<file path="src/include/adc_warmup_defines.svh">
// offsets, field positions, reset values and delay figures for the
// core warm-up and ready-interrupt block; definitions only
`ifndef ADC_WARMUP_DEFINES_SVH
`define ADC_WARMUP_DEFINES_SVH

// register byte offsets on the plain register port
`define WU_OFS_CTRL      8'h00
`define WU_OFS_STATUS    8'h04
`define WU_OFS_MASK      8'h08
`define WU_OFS_READY     8'h0c

// control register fields
`define WU_DLY_MSB       11
`define WU_DLY_LSB       8
`define WU_SHR_EN_BIT    7
`define WU_DED_EN_MSB    3
`define WU_CTRL_WMASK    16'h0f8f
`define WU_CTRL_RESET    16'h0000
`define WU_MASK_RESET    16'h0000

// warm-up delays in core source clock periods (one period = one cycle)
`define WU_DLY_MIN_CODE  4'h4
`define WU_DLY_FLOOR     16'h0010
`define WU_DLY_32768     16'h8000
`define WU_DLY_16384     16'h4000
`define WU_DLY_8192      16'h2000
`define WU_DLY_4096      16'h1000
`define WU_DLY_2048      16'h0800
`define WU_DLY_512       16'h0200

`endif

</file>
<file path="src/include/adc_warmup_pkg.sv">
// types shared by the core warm-up and ready-interrupt block
package adc_warmup_pkg;
   typedef logic [15:0] reg_data_t;
   typedef logic [15:0] delay_t;
   typedef logic [7:0]  reg_addr_t;
   typedef logic [3:0]  delay_code_t;
endpackage

</file>
<file path="src/verilog/adc_core_warmup_ready_irq.sv">
// core power-up warm-up timer and ready interrupt control for four
// dedicated converter cores and one shared core.
// assumes clk_in is the core source clock and power enables come from
// logic on the same clock; registers on a plain strobe port.
//
// Functional notes
// bits 11..8 set one delay for all cores; f, e, d: 32768, 16384, 8192.
// code 1100 gives 4096 periods and code 1011 gives 2048 periods.
// code 1001 gives 512 periods.
// a set dedicated enable bit (3..0) lets its core's ready raise the irq.
// with that enable bit clear, its ready event leaves the irq alone.
// ready comes the delay after power enable; bit 7 gates the shared core.
`timescale 1ns/1ps
`include "adc_warmup_defines.svh"

module adc_core_warmup_ready_irq #(
   parameter int unsigned NUM_CORES  = 5,
   parameter int unsigned WARMUP_CAP = 32768
) (
   // clock and reset
   input  wire logic                      clk_in,
   input  wire logic                      rst_in,
   // register port
   input  wire adc_warmup_pkg::reg_addr_t addr_in,
   input  wire adc_warmup_pkg::reg_data_t wdata_in,
   input  wire logic                      wr_in,
   input  wire logic                      rd_in,
   output adc_warmup_pkg::reg_data_t      rdata_out,
   // cores: bits 3..0 dedicated, bit 4 shared
   input  wire logic [NUM_CORES-1:0]      core_pwr_en_in,
   output logic [NUM_CORES-1:0]           core_ready_out,
   output logic [NUM_CORES-1:0]           core_ready_evt_out,
   // common interrupt
   output logic                           irq_out
);

   adc_warmup_pkg::reg_data_t   ctrl_reg;
   adc_warmup_pkg::reg_data_t   mask_reg;
   adc_warmup_pkg::reg_data_t   rdata_reg;
   logic [NUM_CORES-1:0]        status_reg;
   logic [NUM_CORES-1:0]        status_next;
   logic [NUM_CORES-1:0]        ready_reg;
   logic [NUM_CORES-1:0]        evt_reg;
   logic [NUM_CORES-1:0]        evt_now;
   logic [NUM_CORES-1:0]        irq_en;
   logic [NUM_CORES-1:0]        mask_bits;
   logic [15:0]                 cnt_reg [NUM_CORES];
   adc_warmup_pkg::delay_code_t dly_code;
   adc_warmup_pkg::delay_t      dly_raw;
   adc_warmup_pkg::delay_t      dly_sel;
   adc_warmup_pkg::delay_t      dly_last;
   adc_warmup_pkg::reg_data_t   rd_mux;
   logic                        sel_ctrl;
   logic                        sel_status;
   logic                        sel_mask;
   logic                        sel_ready;
   logic                        status_clr;
   logic                        rd_valid_reg;

   // maps the five core bits onto the 3..0 / 7 register layout
   function automatic adc_warmup_pkg::reg_data_t to_layout(
      input logic [NUM_CORES-1:0] v);
      adc_warmup_pkg::reg_data_t r;
      r = 16'h0000;
      r[`WU_DED_EN_MSB:0] = v[3:0];
      r[`WU_SHR_EN_BIT] = v[4];
      return r;
   endfunction

   // address decode
   assign sel_ctrl   = (addr_in == `WU_OFS_CTRL);
   assign sel_status = (addr_in == `WU_OFS_STATUS);
   assign sel_mask   = (addr_in == `WU_OFS_MASK);
   assign sel_ready  = (addr_in == `WU_OFS_READY);
   assign status_clr = rd_in && sel_status;

   // warm-up delay: codes 0000..0011 all floor at 16, above that 2^code
   assign dly_code = ctrl_reg[`WU_DLY_MSB:`WU_DLY_LSB];
   assign dly_raw  = (dly_code < `WU_DLY_MIN_CODE) ? `WU_DLY_FLOOR
                     : (16'h0001 << dly_code);
   // cap only exists to shorten simulation; default keeps every code
   assign dly_sel  = (32'(dly_raw) > WARMUP_CAP) ? 16'(WARMUP_CAP)
                     : dly_raw;
   assign dly_last = dly_sel - 16'h0001;

   // per-core enable and mask picked out of the register layout
   assign irq_en    = {ctrl_reg[`WU_SHR_EN_BIT],
                       ctrl_reg[`WU_DED_EN_MSB:0]};
   assign mask_bits = {mask_reg[`WU_SHR_EN_BIT],
                       mask_reg[`WU_DED_EN_MSB:0]};

   genvar gi;
   generate
      for (gi = 0; gi < NUM_CORES; gi++) begin : g_core
         // delay is read live, so a change during warm-up retargets it
         assign evt_now[gi] = core_pwr_en_in[gi] && !ready_reg[gi] &&
                              (cnt_reg[gi] == dly_last);
         always_ff @(posedge clk_in or posedge rst_in) begin
            if (rst_in) begin
               cnt_reg[gi]   <= 16'h0000;
               ready_reg[gi] <= 1'b0;
            end else if (!core_pwr_en_in[gi]) begin
               cnt_reg[gi]   <= 16'h0000;
               ready_reg[gi] <= 1'b0;
            end else if (!ready_reg[gi]) begin
               cnt_reg[gi]   <= cnt_reg[gi] + 16'h0001;
               ready_reg[gi] <= evt_now[gi];
            end
         end
      end
   endgenerate

   // sticky status; a new event wins over the read that clears it
   assign status_next = (status_clr ? '0 : status_reg) |
                        (evt_now & irq_en);

   always_ff @(posedge clk_in or posedge rst_in) begin
      if (rst_in) begin
         status_reg <= '0;
         evt_reg    <= '0;
      end else begin
         status_reg <= status_next;
         evt_reg    <= evt_now;
      end
   end

   always_ff @(posedge clk_in or posedge rst_in) begin
      if (rst_in) begin
         ctrl_reg <= `WU_CTRL_RESET;
         mask_reg <= `WU_MASK_RESET;
      end else if (wr_in) begin
         if (sel_ctrl)
            ctrl_reg <= wdata_in & `WU_CTRL_WMASK;
         if (sel_mask)
            mask_reg <= wdata_in & `WU_CTRL_WMASK;
      end
   end

   // read mux; unmapped addresses read zero
   assign rd_mux = sel_ctrl   ? ctrl_reg :
                   sel_status ? to_layout(status_reg) :
                   sel_mask   ? mask_reg :
                   sel_ready  ? to_layout(ready_reg) : 16'h0000;

   always_ff @(posedge clk_in or posedge rst_in) begin
      if (rst_in) begin
         rdata_reg    <= 16'h0000;
         rd_valid_reg <= 1'b0;
      end else begin
         rdata_reg    <= rd_in ? rd_mux : 16'h0000;
         rd_valid_reg <= rd_in;
      end
   end

   assign rdata_out          = rdata_reg;
   assign core_ready_out     = ready_reg;
   assign core_ready_evt_out = evt_reg;
   assign irq_out            = |(status_reg & mask_bits);

   generate
      for (gi = 0; gi < NUM_CORES; gi++) begin : g_chk

      end
   endgenerate
endmodule

</file>
<file path="config.mk">
export PLATFORM = sky130hd
export DESIGN_NAME = adc_core_warmup_ready_irq
export DESIGN_NICKNAME = d
export VERILOG_FILES = /design/src/include/adc_warmup_pkg.sv /design/src/verilog/adc_core_warmup_ready_irq.sv
export VERILOG_INCLUDE_DIRS = /design/src /design/src/include
export SDC_FILE = /design/constraint.sdc
export NUM_CORES = 1
export LEC_CHECK = 0
export ABC_CLOCK_PERIOD_IN_PS = 9930
export BUFFER_PORTS_ARGS = -buffer_cell sky130_fd_sc_hd__buf_2
export CORE_MARGIN = 3
export CORE_UTILIZATION = 38
export DETAILED_ROUTE_END_ITERATION = 12
export HOLD_SLACK_MARGIN = 0.1
export SLEW_MARGIN = 20
export SYNTH_ARGS = -nofsm -noshare
export SYNTH_HDL_FRONTEND = slang
export SYNTH_SLANG_ARGS = --single-unit
export TNS_END_PERCENT = 20
</file>
<file path="constraint.sdc">
create_clock -name clk_in -period 9.93 [get_ports clk_in]
set_clock_uncertainty 0.15 [all_clocks]
set_input_delay 0.993 -clock clk_in [delete_from_list [all_inputs] [get_ports clk_in]]
set_output_delay 0.993 -clock clk_in [all_outputs]
set_load 0.01 [all_outputs]
</file>
* Word level (Yosys, flattened, before mapping)
Index checks and enable logic that the tools add are counted.
** Word-level totals
- Output and inout bits :: 27
- Memories :: 0
- Bits in read-only memories :: 0
- Latch bits :: 0
- Bits in writable memories :: 0
- Register bits after elaboration :: 125
** Operators by class
- $mul :: 0
- Equality and inequality tests :: 13
- Div/mod/pow operators :: 0
- $lt $le $gt $ge :: 2
- Add/sub/neg operators :: 6
- Shift operators :: 1
- Bitwise gates (word level) :: 3
- Reduce and logical (&&, ||, !) cells :: 20
- Multiplexer cells :: 28
** Operators by type and width (count)
- 16-bit 2-to-1 mux :: 12
- 16-bit by 1-bit adder with 16-bit output (second input constant) :: 5
- 16-bit == test :: 5
- 12-bit 2-to-1 mux :: 4
- 8-bit by 4-bit == test with 1-bit output (second input constant) :: 2
- 16-bit greater-than comparator (second input constant) :: 1
- 1-bit by 4-bit left shift with 16-bit output (first input constant) :: 1
- 16-bit by 1-bit subtractor with 16-bit output (second input constant) :: 1
- 1-bit logical AND :: 11
- 5-bit bitwise AND :: 2
- 1-bit 2-to-1 mux :: 10
- 2-bit inequality test (second input constant) :: 5
- 8-bit by 3-bit == test with 1-bit output (second input constant) :: 1
- 8-bit logical NOT :: 1
- 8-bit 2-to-1 mux :: 1
- 1-bit logical NOT :: 5
- 5-bit 2-to-1 mux :: 1
- 5-bit bitwise OR :: 1
- 5-bit OR reduction :: 1
- 4-bit by 3-bit less-than comparator with 1-bit output (second input constant) :: 1
- 2-bit AND reduction :: 2

* Longest topological paths before layout
Gate-level depths: netlist (run 1).
- Depth in word-level cells :: 9
- Gate-level depth with buffers :: 8

* Least setup slack after synthesis (run 1)
OpenSTA, ideal clock, no wires.
- Path kind :: input -> register
- From :: input port addr_in[5]
- To :: register status_reg[2]
- Data required time :: 9.648 ns
- Setup time :: 0.132 ns
- Slack :: 7.050 ns
- Data arrival time :: 2.598 ns
- Buffers on the path :: 0
- Stages :: 5
- Path through :: or4_4 or4b_4 or3b_4 nand2_1 o31ai_1
** On the way
- Word-level cells in the longest chain between the ends :: 4
** Ends and longest elaborated chain
- start, declared :: RTL line adc_core_warmup_ready_irq.sv:24 : input wire adc_warmup_pkg::reg_addr_t addr_in,
- 8-bit by 3-bit == test with 1-bit output (no line)
- 1-bit logical AND :: RTL line adc_core_warmup_ready_irq.sv:75 : assign status_clr = rd_in && sel_status;
- 5-bit 2-to-1 mux :: RTL line adc_core_warmup_ready_irq.sv:114 : assign status_next = (status_clr ? '0 : status_reg) |
- 5-bit bitwise OR :: RTL line adc_core_warmup_ready_irq.sv:114
- net status_next[2] :: RTL line adc_core_warmup_ready_irq.sv:41 : logic [NUM_CORES-1:0] status_next;
- end signal, assigned :: RTL line adc_core_warmup_ready_irq.sv:122 : status_reg <= status_next;
- end, declared :: RTL line adc_core_warmup_ready_irq.sv:40 : logic [NUM_CORES-1:0] status_reg;
The timed path passes the listed nets, and every way through them passes these cells.
A chain may end at the register's enable or synchronous reset.

* Worst setup path after layout (run 1)
- From :: input port addr_in[5]
- To :: register status_reg[0]
The elaborated chain is that of the path after synthesis.

==> results of run 1 <==
[worst max-delay path, stage by stage]
cell	delay, ns
buf_2	0.10
or4_4	0.53
or4b_4	0.59
or3b_4	0.45
nand2_1	0.09
o31ai_1	0.07
[power by group]
group	total (mW)	internal [mW]	switching [mW]
Clock	0.728	0.510	0.218
Sequential	0.516	0.506	0.0101
Combinational	0.0803	0.0321	0.0482
Total	1.32	1.05	0.277
[cells in the mapped netlist, types with 13 or more instances]
library cell / count / area, um2
a21boi_0: 13 / 97.6
and2_1: 58 / 363
clkbuf_1: 20 / 75.1
dfrtp_1: 122 / 3050
inv_1: 19 / 71.3
mux2_2: 18 / 203
nand2_1: 49 / 184
nand3_1: 29 / 145
nand4_1: 15 / 93.8
nor2_1: 24 / 90.1
nor2b_1: 21 / 131
nor3_1: 20 / 100
o21ai_0: 20 / 100
or3_1: 13 / 81.3
xnor2_1: 74 / 648
xor2_1: 36 / 315
[layout make-up]
cell class / instances / share of cell area, %
Clock inverter: 6 / 2.22
Tap cell: 229 / 3.52
Inverter: 19 / 0.908
Clock buffer: 25 / 6.34
Timing Repair Buffer: 49 / 3.14
Multi-Input combinational cell: 535 / 46.3
Sequential cell: 122 / 37.6
[worst paths after layout]
kind,from,endpoint,slack (ns)
setup / recovery,addr_in[5],status_reg[0],7.25
hold reg to reg,mask_reg[10],mask_reg[10],0.36
setup reg to reg,ctrl_reg[8],core_ready_evt_out[3],7.27
max in group asynchronous,rst_in,cnt_reg[74],7.73
min in group asynchronous,rst_in,cnt_reg[49],0.53
hold / removal,mask_reg[10],mask_reg[10],0.36
[routing by layer]
| metal | track usage [%] | vias up | wire length [um] |
|---|---|---|---|
| met5 | 0 | - | 0 |
| met4 | 5.25 | 0 | 234 |
| met3 | 3.76 | 20 | 841 |
| met2 | 27.0 | 122 | 7270 |
| met1 | 23.1 | 2536 | 7680 |
| li1 | - | 2534 | - |
[cell families (layout without fill, tap and decap cells)]
kind of cell / count (synthesis) / after routing / synth area share [%]
compound gates: 84 / 84 / 8.27
fa+ha+maj: 6 / 6 / 1.06
simple gates: 292 / 292 / 23.8
mux: 34 / 34 / 6.02
buf+inv: 63 / 99 / 3.91
other cells: 2 / 9 / 0.106
flops: 122 / 122 / 43.2
xor+xnor: 110 / 110 / 13.6
[stage by stage]
stage / utilization, % / hold WS [ns] / instances / instance area (um2) / setup slack, ns
floorplan: - / 0.312 / 720 / 7090 / 5.54
global placement: 41.0 / 0.336 / 954 / 7430 / 6.84
detailed placement: 41.0 / 0.348 / 954 / 7430 / 6.83
CTS: 44.8 / 0.360 / 985 / 8130 / 7.20
global route: 44.8 / 0.374 / 985 / 8130 / 7.01
finish: 44.8 / 0.357 / 985 / 8130 / 7.25
==> summary.md, run 1 <==
| Metric | Value |
|---|---|
| Most frequent standard cell in the layout excluding fill and tap cells | dfrtp_1 |
| Post-CTS Resized | 0 |
| Final #Nets | between 700 and 800 |
| ANT cells | 0 |
| Max Fclk | 373 MHz |
| Most frequent cells in the layout | dfrtp_1, xnor2_1, and2_1 |
| Worst Tran Pin Value | 0.926 ns |
| Die Ht | roughly 140 um |
| Routed len/inst | between 15 and 20 um |
| Number of synthesis warnings | 0 |
| Status | finished clean |
| Main synth FF type | dfrtp_1 |
| CTS max path bufs | 2 |
| Syn Inst Count | 713 |
| Clk_lat worst skew | 0.42 ns |
| CTS Hold Buffers Added | 0 |
| Critical Path End Type | flip-flop |
| Post-synthesis cell area | 7070 um2 |
| Static Leak | roughly 3.5 nW |
| Area of the multi-input gates | around 3800 um2 |
| 1st-pass router iterations | 5 |
| Aggregate routed wire length | ~16000 um |
| Tot Pwr | 1.32 mW |
| Fill cell count | between 1500 and 2000 |
| Site row count | a little under 50 |
| Slew margin rel. | 38.3% |
| Initial antenna violation count | 0 |
| Synth unique cells | 67 |
| Setup TNS | 0 ns |
| Initial DRC count | about 370 |
| Final hold viol count | 0 |
| Worst Path Required | 10.07 ns |
| Peak VDD IR | between 0.0001 and 0.00015 V |
| RD Place Congestion | 0.764 |
| CTS clock-pin slew for the worst setup and hold paths | roughly 0.05 ns |
| Layout cells sized above 1 | 14.9% |
| Vias in the first global route | between 5000 and 6000 |
| Max-cap violations | 0 |
| Crit path max fanout | 6 |
| Worst setup SP type | primary input |
| FF/Latch Area | roughly 3100 um2 |
| Clk sinks | approximately 120 |
| Drt drc | 0 |
| DR vias | 5212 |
| Asr flop ratio synth | 100% |
| Hold Crit Depth | 1 |
| First-pass GRT wire length | 27200 um |
| CTS tree | done |
| Routed Antenna Nets | 0 |
| Initial core utilization | 38.9% |
| RSZ-0062 raised after global routing | false |
| DR vias/cell | ~5.3 |
| I/O pin count | 60 |
| Max reg flops | 80 |
| CP Class | primary input to flip-flop |
| Largest net degree at the start of global routing | 72 |
| # setup viols final | 0 |
| CTS root buf | clkbuf_16 |
| Final Max Tran Viols | 0 |
| Sequential fraction of the synthesis area | a little over two fifths |
| PD cells | 163 nW/um2 |
| Core Box Area | ~18000 um2 |
| Setup Fix Bufs, Post-CTS | 0 |
| Average cell area after synthesis | 9.91 um2 |
| Post-synth EDFFs | 0 |
| Global route overflow | 0 |
| Yosys reg bits | approximately 120 |
| Synthesis-to-finish area growth | 15.0% |
| Period Utilization, post-route | 27.0% |
| Worst Hold Class | flip-flop to flip-flop |
| HPWL Detailed | 10900 um |
| Global Route Usage Sum | 16.9% |
| Crit path DAT | roughly 2.8 ns |
| Die ar. | about 20000 um2 |
| Final min period | 2.68 ns |
| H-tree levels | 4 |
| Cts bufs inserted | 17 |
| Worst reg2reg path depth | 5 |
| IO Port Bufs | 45 |
| Width of the die | 142 um |
(Power assumes the default switching activity.)
==> run 2: changes to the inputs <==
- ABC_CLOCK_PERIOD_IN_PS: 9930 -> 2300
- clock period: 9.93 -> 2.3 ns (I/O delays scaled with it)
==> run 2 against run 1 <==
  * Clock-buffer cell count shrank 7
  * Setup slack lost 7.1 ns
  * Global-route usage increased by 0.42 points
  * Cell count is 6.8% higher
  * Sequential cell count stayed put
  * Total power increased to 4.0 times the previous value
  * Non-clock buffer count up 66
  * Sequential share of layout area shrank 2.0 points
  * Clock power grew to 3.6 times the previous value
  * Core utilization rose by 2.6 points
  * Via count rose by 3.7%
  * Hold slack worse by 0.23 ns
  * Critical path type is now flip-flop to flip-flop
  * Critical endpoint is now core_ready_evt_out[4]
==> summary.md, run 2 (synthesis results as in run 1) <==
| Metric | Value |
|---|---|
| Status | finished clean |
| Worst Path Required | 2.43 ns (-7.64 ns) |
| Crit path to | core_ready_evt_out[4] |
| Clock share of power | 50.1% (-4.9 points) |
| Routed len/inst | 15.9 um (-2.0%) |
| Max reg flops | 80 (unchanged) |
| Aggregate routed wire length | 16800 um (+4.6%) |
| H-tree levels | 4 (unchanged) |
| HPWL Detailed | 12000 um (+10%) |
| Final #Nets | 849 (+8.4%) |
| R2r endpoint | core_ready_evt_out[4] |
| CTS clock-pin slew for the worst setup and hold paths | 0.06 ns (about the same) |
| Initial antenna violation count | 0 (unchanged) |
| Crit path max fanout | 12 (+6) |
| PD cells | 615 nW/um2 (+280%) |
| Global Route Usage Sum | 17.4% (+0.42 points) |
| Most frequent cells in the layout | dfrtp_1, xnor2_1, and2_1 |
| R2R Path Start | ctrl_reg[10] |
| Min Hold Slack | 0.127 ns (-0.230 ns) |
| Critical path depth | 7 (+1) |
| Final hold viol count | 0 (unchanged) |
| Width of the die | 142 um (unchanged) |
| Worst setup SP type | flip-flop |
| DP Area | 7820 um2 (+5.1%) |
| Worst Hold Class | primary input to flip-flop |
| Die Ht | 142 um (unchanged) |
| Crit path DAT | 2.33 ns (-0.49 ns) |
| Max-cap violations | 0 (unchanged) |
| Clk sinks | 122 (unchanged) |
| Fill cell count | 1669 (-1.2%) |
| CP Class | flip-flop to flip-flop |
| Setup Fix Bufs, Post-CTS | 0 (unchanged) |
| Max Fclk | 456 MHz |
| IO Port Bufs | 45 (unchanged) |
| I/O pin count | 60 (unchanged) |
| CP max stage delay | 0.48 ns (-0.11 ns) |
| Initial core utilization | 38.9% (unchanged) |
| Worst path most repeated cell | buf_4 |
| Cell internal pwr | 4.00 mW (+280%) |
| Period Utilization, post-route | 95.3% |
| Pre-CTS setup slack | 0.0103 ns (-6.82 ns) |
| Initial DRC count | 442 (+21%) |
| Tot Pwr | 5.29 mW (+300%) |
| DR vias | 5407 (+3.7%) |
| Clk_lat worst skew | 0.42 ns (about the same) |
| CTS root buf | clkbuf_16 |
| Worst Tran Pin Value | 0.588 ns (-0.338 ns) |
| Static Leak | 3.71 nW (+6.8%) |
| FF-to-FF setup slack | 0.11 ns (-7.16 ns) |
| Delay-heaviest family, CP | compound AO/OA/AOI/OAI gates |
| RSZ-0062 raised after global routing | true |
| Drt drc | 0 (unchanged) |
| Vias in the first global route | 5244 (+0.50%) |
| Final min period | around 2.2 ns |
| Global route overflow | 0 (unchanged) |
| Final Worst Setup Slack | 0.107 ns (-7.14 ns) |
| Slowest library cell on the worst path | dfrtp_2 |
| CTS max path bufs | 2 (unchanged) |
| Worst reg2reg path depth | 7 (+2) |
| Routed Antenna Nets | 0 (unchanged) |
| Design area | 8600 um2 (+5.7%) |
| Cts bufs inserted | 17 (unchanged) |
| # setup viols final | 0 (unchanged) |
| Critical path origin | ctrl_reg[10] |
| Final Max Tran Viols | 0 (unchanged) |
| Cells along the critical path | buf_4 -> a21oi_1 -> buf_4 -> a32oi_1 -> o21ai_0 -> nand3_1 -> nor3_1 |
| Comb pwr share | 7.7% (+1.6 points) |
| DR vias/cell | 5.14 (-2.9%) |
| Sequential group share of total power | 42.3% (+3.3 points) |
| Core Util, Final | 47.4% (+2.6 points) |
| Layout cells sized above 1 | 21.0% (+6.1 points) |
| Switch share | 24.4% (+3.5 points) |
| Peak VDD IR | 0.000404 V (+270%) |
| Switch Pwr | 1.29 mW (+370%) |
| WP buf/inv | 2 (+1) |
| Slew margin rel. | 60.8% (+23 points) |
| Die ar. | 20300 um2 (unchanged) |
| Critical Path End Type | flip-flop |
| Worst hold start | core_pwr_en_in[1] |
| First-pass GRT wire length | 27700 um (+1.9%) |
| ANT cells | 0 (unchanged) |
| Largest net degree at the start of global routing | 47 (-35%) |
| CTS tree | done |
| 1st-pass router iterations | 5 (unchanged) |
| Core Box Area | 18100 um2 (unchanged) |
| RD Place Congestion | 0.815 (+6.7%) |
| Site row count | 49 (unchanged) |
| Most frequent standard cell in the layout excluding fill and tap cells | dfrtp_1 |
| Synthesis-to-finish area growth | 21.6% |
## run 2: worst min path at each step
stage | slack [ns] | end | depth (start not counted)
floorplan | 0.21 | cnt_reg[15] | 1
global placement | 0.27 | cnt_reg[48] | 3
detailed placement | 0.27 | cnt_reg[48] | 3
CTS | 0.12 | core_ready_out[3] | 4
global route | 0.15 | cnt_reg[56] | 3
finish | 0.13 | core_ready_out[1] | 4
## run 2: metrics by stage
| step | instances | TNS, ns |
|---|---|---|
| after detailed placement | 1003 | 0 |
| after floorplan | 720 | 0 |
| after CTS | 1052 | 0 |
| after global placement | 1003 | 0 |
| final | 1052 | 0 |
| after global routing | 1052 | -0.0108 |
## run 2: final cells by class
cell class | count | area, um2 | share of cell area (%)
Timing Repair Buffer | 115 | 806 | 9.37
Inverter | 19 | 75.1 | 0.873
Clock inverter | 14 | 146 | 1.70
Multi-Input combinational cell | 535 | 3780 | 44.0
Clock buffer | 18 | 439 | 5.11
Sequential cell | 122 | 3060 | 35.6
Tap cell | 229 | 287 | 3.33
## run 2: routing by layer
layer | share of wire (%) | up-vias | GRT usage (%)
met5 | 0 | - | 0
met4 | 1.6 | 0 | 5.65
met3 | 3.8 | 20 | 3.26
met2 | 45 | 123 | 26.6
met1 | 50 | 2595 | 24.9
li1 | - | 2669 | -
## run 2: power by group through the flow
stage                     sequential [mW]  clock (mW)  combinational (mW)
after global routing                 2.24        2.81               0.454
after detailed placement             2.27           0               0.380
after CTS                            2.23        2.70               0.402
after floorplan                      2.25           0               0.270
after global placement               2.27           0               0.375
final                                2.23        2.65               0.406
## run 2: worst min-delay path: cells and delay by family
family	cells	cell delay, ns
AND/OR/NAND/NOR	1	0.07
buffers and inverters	2	0.29
AO/OA/AOI/OAI	1	0.06
## run 2: timing repair
| action | 4_1_cts | 5_1_grt |
|---|---|---|
| hold buffers | 17 | 0 |
| endpoints found under the setup margin | 0 | 12 |
| gates resized for setup | 0 | 9 |
| endpoints found under the hold margin | 167 | 0 |
==> run 3: changes to the inputs <==
- CELL_PAD_IN_SITES_DETAIL_PLACEMENT: default -> 1
- CELL_PAD_IN_SITES_GLOBAL_PLACEMENT: default -> 1
- CORE_UTILIZATION: 38 -> 30
- PLACE_DENSITY_LB_ADDON: default -> 0.1
==> run 3 against run 2 <==
  * Maximum frequency grew 0.67%
  * Critical path depth up 1
  * Non-clock buffer count decreased by 5
  * First-iteration DRC count fell by 37%
  * Via count up 3.6%
  * Largest power group unchanged
  * Highest routed layer unchanged
  * Critical endpoint is now core_ready_evt_out[3]
  * Combinational power rose by 7.9%
==> summary.md, run 3 (synthesis results as in run 1) <==
| Metric | Value |
|---|---|
| Tot Pwr | 5.28 mW (-0.19%) |
| Max reg flops | 80 (unchanged) |
| Cells along the critical path | buf_12 -> o21a_1 -> o211ai_1 -> buf_4 -> xor2_1 -> nand4_1 -> nor4b_4 -> buf_4 |
| PD cells | 604 nW/um2 (-1.8%) |
| FF-to-FF setup slack | 0.12 ns (about the same) |
| Global route overflow | 0 (unchanged) |
| Crit path max fanout | 16 (+4) |
| Worst hold endpoint | core_ready_out[0] |
| DR vias | 5603 (+3.6%) |
| RD Place Congestion | 0.795 (-2.4%) |
| Min Hold Slack | 0.119 ns (-0.00781 ns) |
| Initial DRC count | 279 (-37%) |
| Aggregate routed wire length | 20400 um (+22%) |
| HPWL Detailed | 14700 um (+22%) |
| Site row count | 55 (+12%) |
| Width of the die | 159 um (+12%) |
| Global Route Usage Sum | 16.7% (-0.62 points) |
| Largest net degree at the start of global routing | 72 (+53%) |
| Core Util, Final | 38.1% (-9.2 points) |
| First-pass GRT wire length | 34000 um (+23%) |
| Peak VDD IR | 0.000262 V (-35%) |
| H-tree levels | 4 (unchanged) |
| CP max stage delay | 0.46 ns (-0.02 ns) |
| Cts bufs inserted | 17 (unchanged) |
| R2R Path Start | ctrl_reg[10] |
| Slew margin rel. | 65.2% (+4.4 points) |
| CTS tree | done |
| # setup viols final | 0 (unchanged) |
| Final Worst Setup Slack | 0.122 ns (+0.0146 ns) |
| IO Port Bufs | 45 (unchanged) |
| Worst Hold Class | primary input to flip-flop |
| Core Box Area | 22900 um2 (+26%) |
| CTS root buf | clkbuf_16 |
| R2r endpoint | core_ready_evt_out[3] |
| Most frequent cells in the layout | dfrtp_1, xnor2_1, and2_1 |
| Most frequent standard cell in the layout excluding fill and tap cells | dfrtp_1 |
| Worst Tran Pin Value | 0.518 ns (-0.0696 ns) |
| Delay-heaviest family, CP | buffers and inverters |
| RSZ-0062 raised after global routing | true |
| Worst setup SP type | flip-flop |
| Pre-CTS setup slack | -0.182 ns (-0.192 ns) |
| Critical Path End Type | flip-flop |
| Die ar. | 25400 um2 (+25%) |
| CTS clock-pin slew for the worst setup and hold paths | 0.06 ns (about the same) |
| Vias in the first global route | 6071 (+16%) |
| Clk sinks | 122 (unchanged) |
| Final min period | 2.18 ns (-0.0146 ns) |
| Final Max Tran Viols | 0 (unchanged) |
| Initial antenna violation count | 0 (unchanged) |
| Max-cap violations | 0 (unchanged) |
| Period Utilization, post-route | 94.7% (-0.64 points) |
| Clk_lat worst skew | 0.43 ns (about the same) |
| Layout cells sized above 1 | 20.8% (-0.24 points) |
| CTS max path bufs | 2 (unchanged) |
| DR vias/cell | 4.95 (-3.6%) |
| Crit path DAT | 2.40 ns (+0.07 ns) |
| Final hold viol count | 0 (unchanged) |
| Worst path most repeated cell | buf_4 |
| 1st-pass router iterations | 6 (+1) |
| Hold Crit Depth | 4 (unchanged) |
| Initial core utilization | 30.8% (-8.1 points) |
| Final #Nets | 844 (-0.59%) |
| Drt drc | 0 (unchanged) |
| Routed len/inst | 18.1 um (+13%) |
| Static Leak | 3.71 nW (+0.13%) |
| I/O pin count | 60 (unchanged) |
| Routed Antenna Nets | 0 (unchanged) |
| Worst Path Required | 2.53 ns (+0.10 ns) |
| Die Ht | 159 um (+12%) |
| Setup Fix Bufs, Post-CTS | 0 (unchanged) |
| Worst hold start | core_pwr_en_in[0] |
| Max Fclk | 459 MHz (+0.67%) |
| Worst reg2reg path depth | 8 (+1) |
| Slowest library cell on the worst path | dfrtp_1 |
| ANT cells | 0 (unchanged) |
| CP Class | flip-flop to flip-flop |
| Status | finished clean |
| WP buf/inv | 3 (+1) |
| Synthesis-to-finish area growth | 23.7% |
-- run 3: worst max path at each step --
stage               cells past startpoint  slack (ns)               from                     to
floorplan                               5        0.11  core_ready_out[0]          status_reg[0]
global placement                        7       -0.11        ctrl_reg[8]  core_ready_evt_out[3]
detailed placement                      7       -0.18        ctrl_reg[8]  core_ready_evt_out[3]
CTS                                     7        0.02       ctrl_reg[10]  core_ready_evt_out[3]
global route                            6       -0.04       ctrl_reg[11]          status_reg[2]
finish                                  8        0.12       ctrl_reg[10]  core_ready_evt_out[3]
-- run 3: layout make-up --
cell class              instances  area [um2]
fillers                      2578       14200
inverters                      19        75.1
well taps                     313         392
clock inverters                15         141
repair buffers                110         828
flip-flops and latches        122        3050
multi-input cells             535        3820
clock buffers                  17         425
-- run 3: per-stage QoR --
stage / instance area [um2] / TNS [ns] / std cells
floorplan: 7100 / 0 / 720
global placement: 7950 / -0.110 / 1083
detailed placement: 7950 / -0.195 / 1083
CTS: 8690 / 0 / 1131
global route: 8740 / -0.0864 / 1131
finish: 8740 / 0 / 1131
-- run 3: worst reg2reg max path, stage by stage (launching register included) --
cell and delay, ns:
dfrtp_1 0.46, buf_12 0.19, o21a_1 0.17, o211ai_1 0.22, buf_4 0.20, xor2_1 0.14, nand4_1 0.17, nor4b_4 0.29
buf_4 0.15
-- run 3: layer usage --
| layer | wire length [um] | vias to the layer above | track usage, % |
|---|---|---|---|
| met2 | 9460 | 94 | 26.7 |
| met5 | 0 | - | 0 |
| li1 | - | 2658 | - |
| met4 | 289 | 0 | 4.70 |
| met3 | 631 | 14 | 3.51 |
| met1 | 10000 | 2837 | 23.0 |
-- run 3: timing repair --
action                                  4_1_cts  5_1_grt
gates resized for setup                       2       10
hold endpoints to repair                    185        0
pin swaps                                     0        2
endpoints found under the setup margin        1        7
hold buffers                                 16        0
-- run 3: power by group --
part | total, mW | switching (mW) | internal (mW) | leakage, nW
Clock | 2.61 | 1.11 | 1.50 | 0.259
Combinational | 0.438 | 0.241 | 0.197 | 1.76
Sequential | 2.23 | 0.0459 | 2.18 | 1.69
Total | 5.28 | 1.39 | 3.88 | 3.71
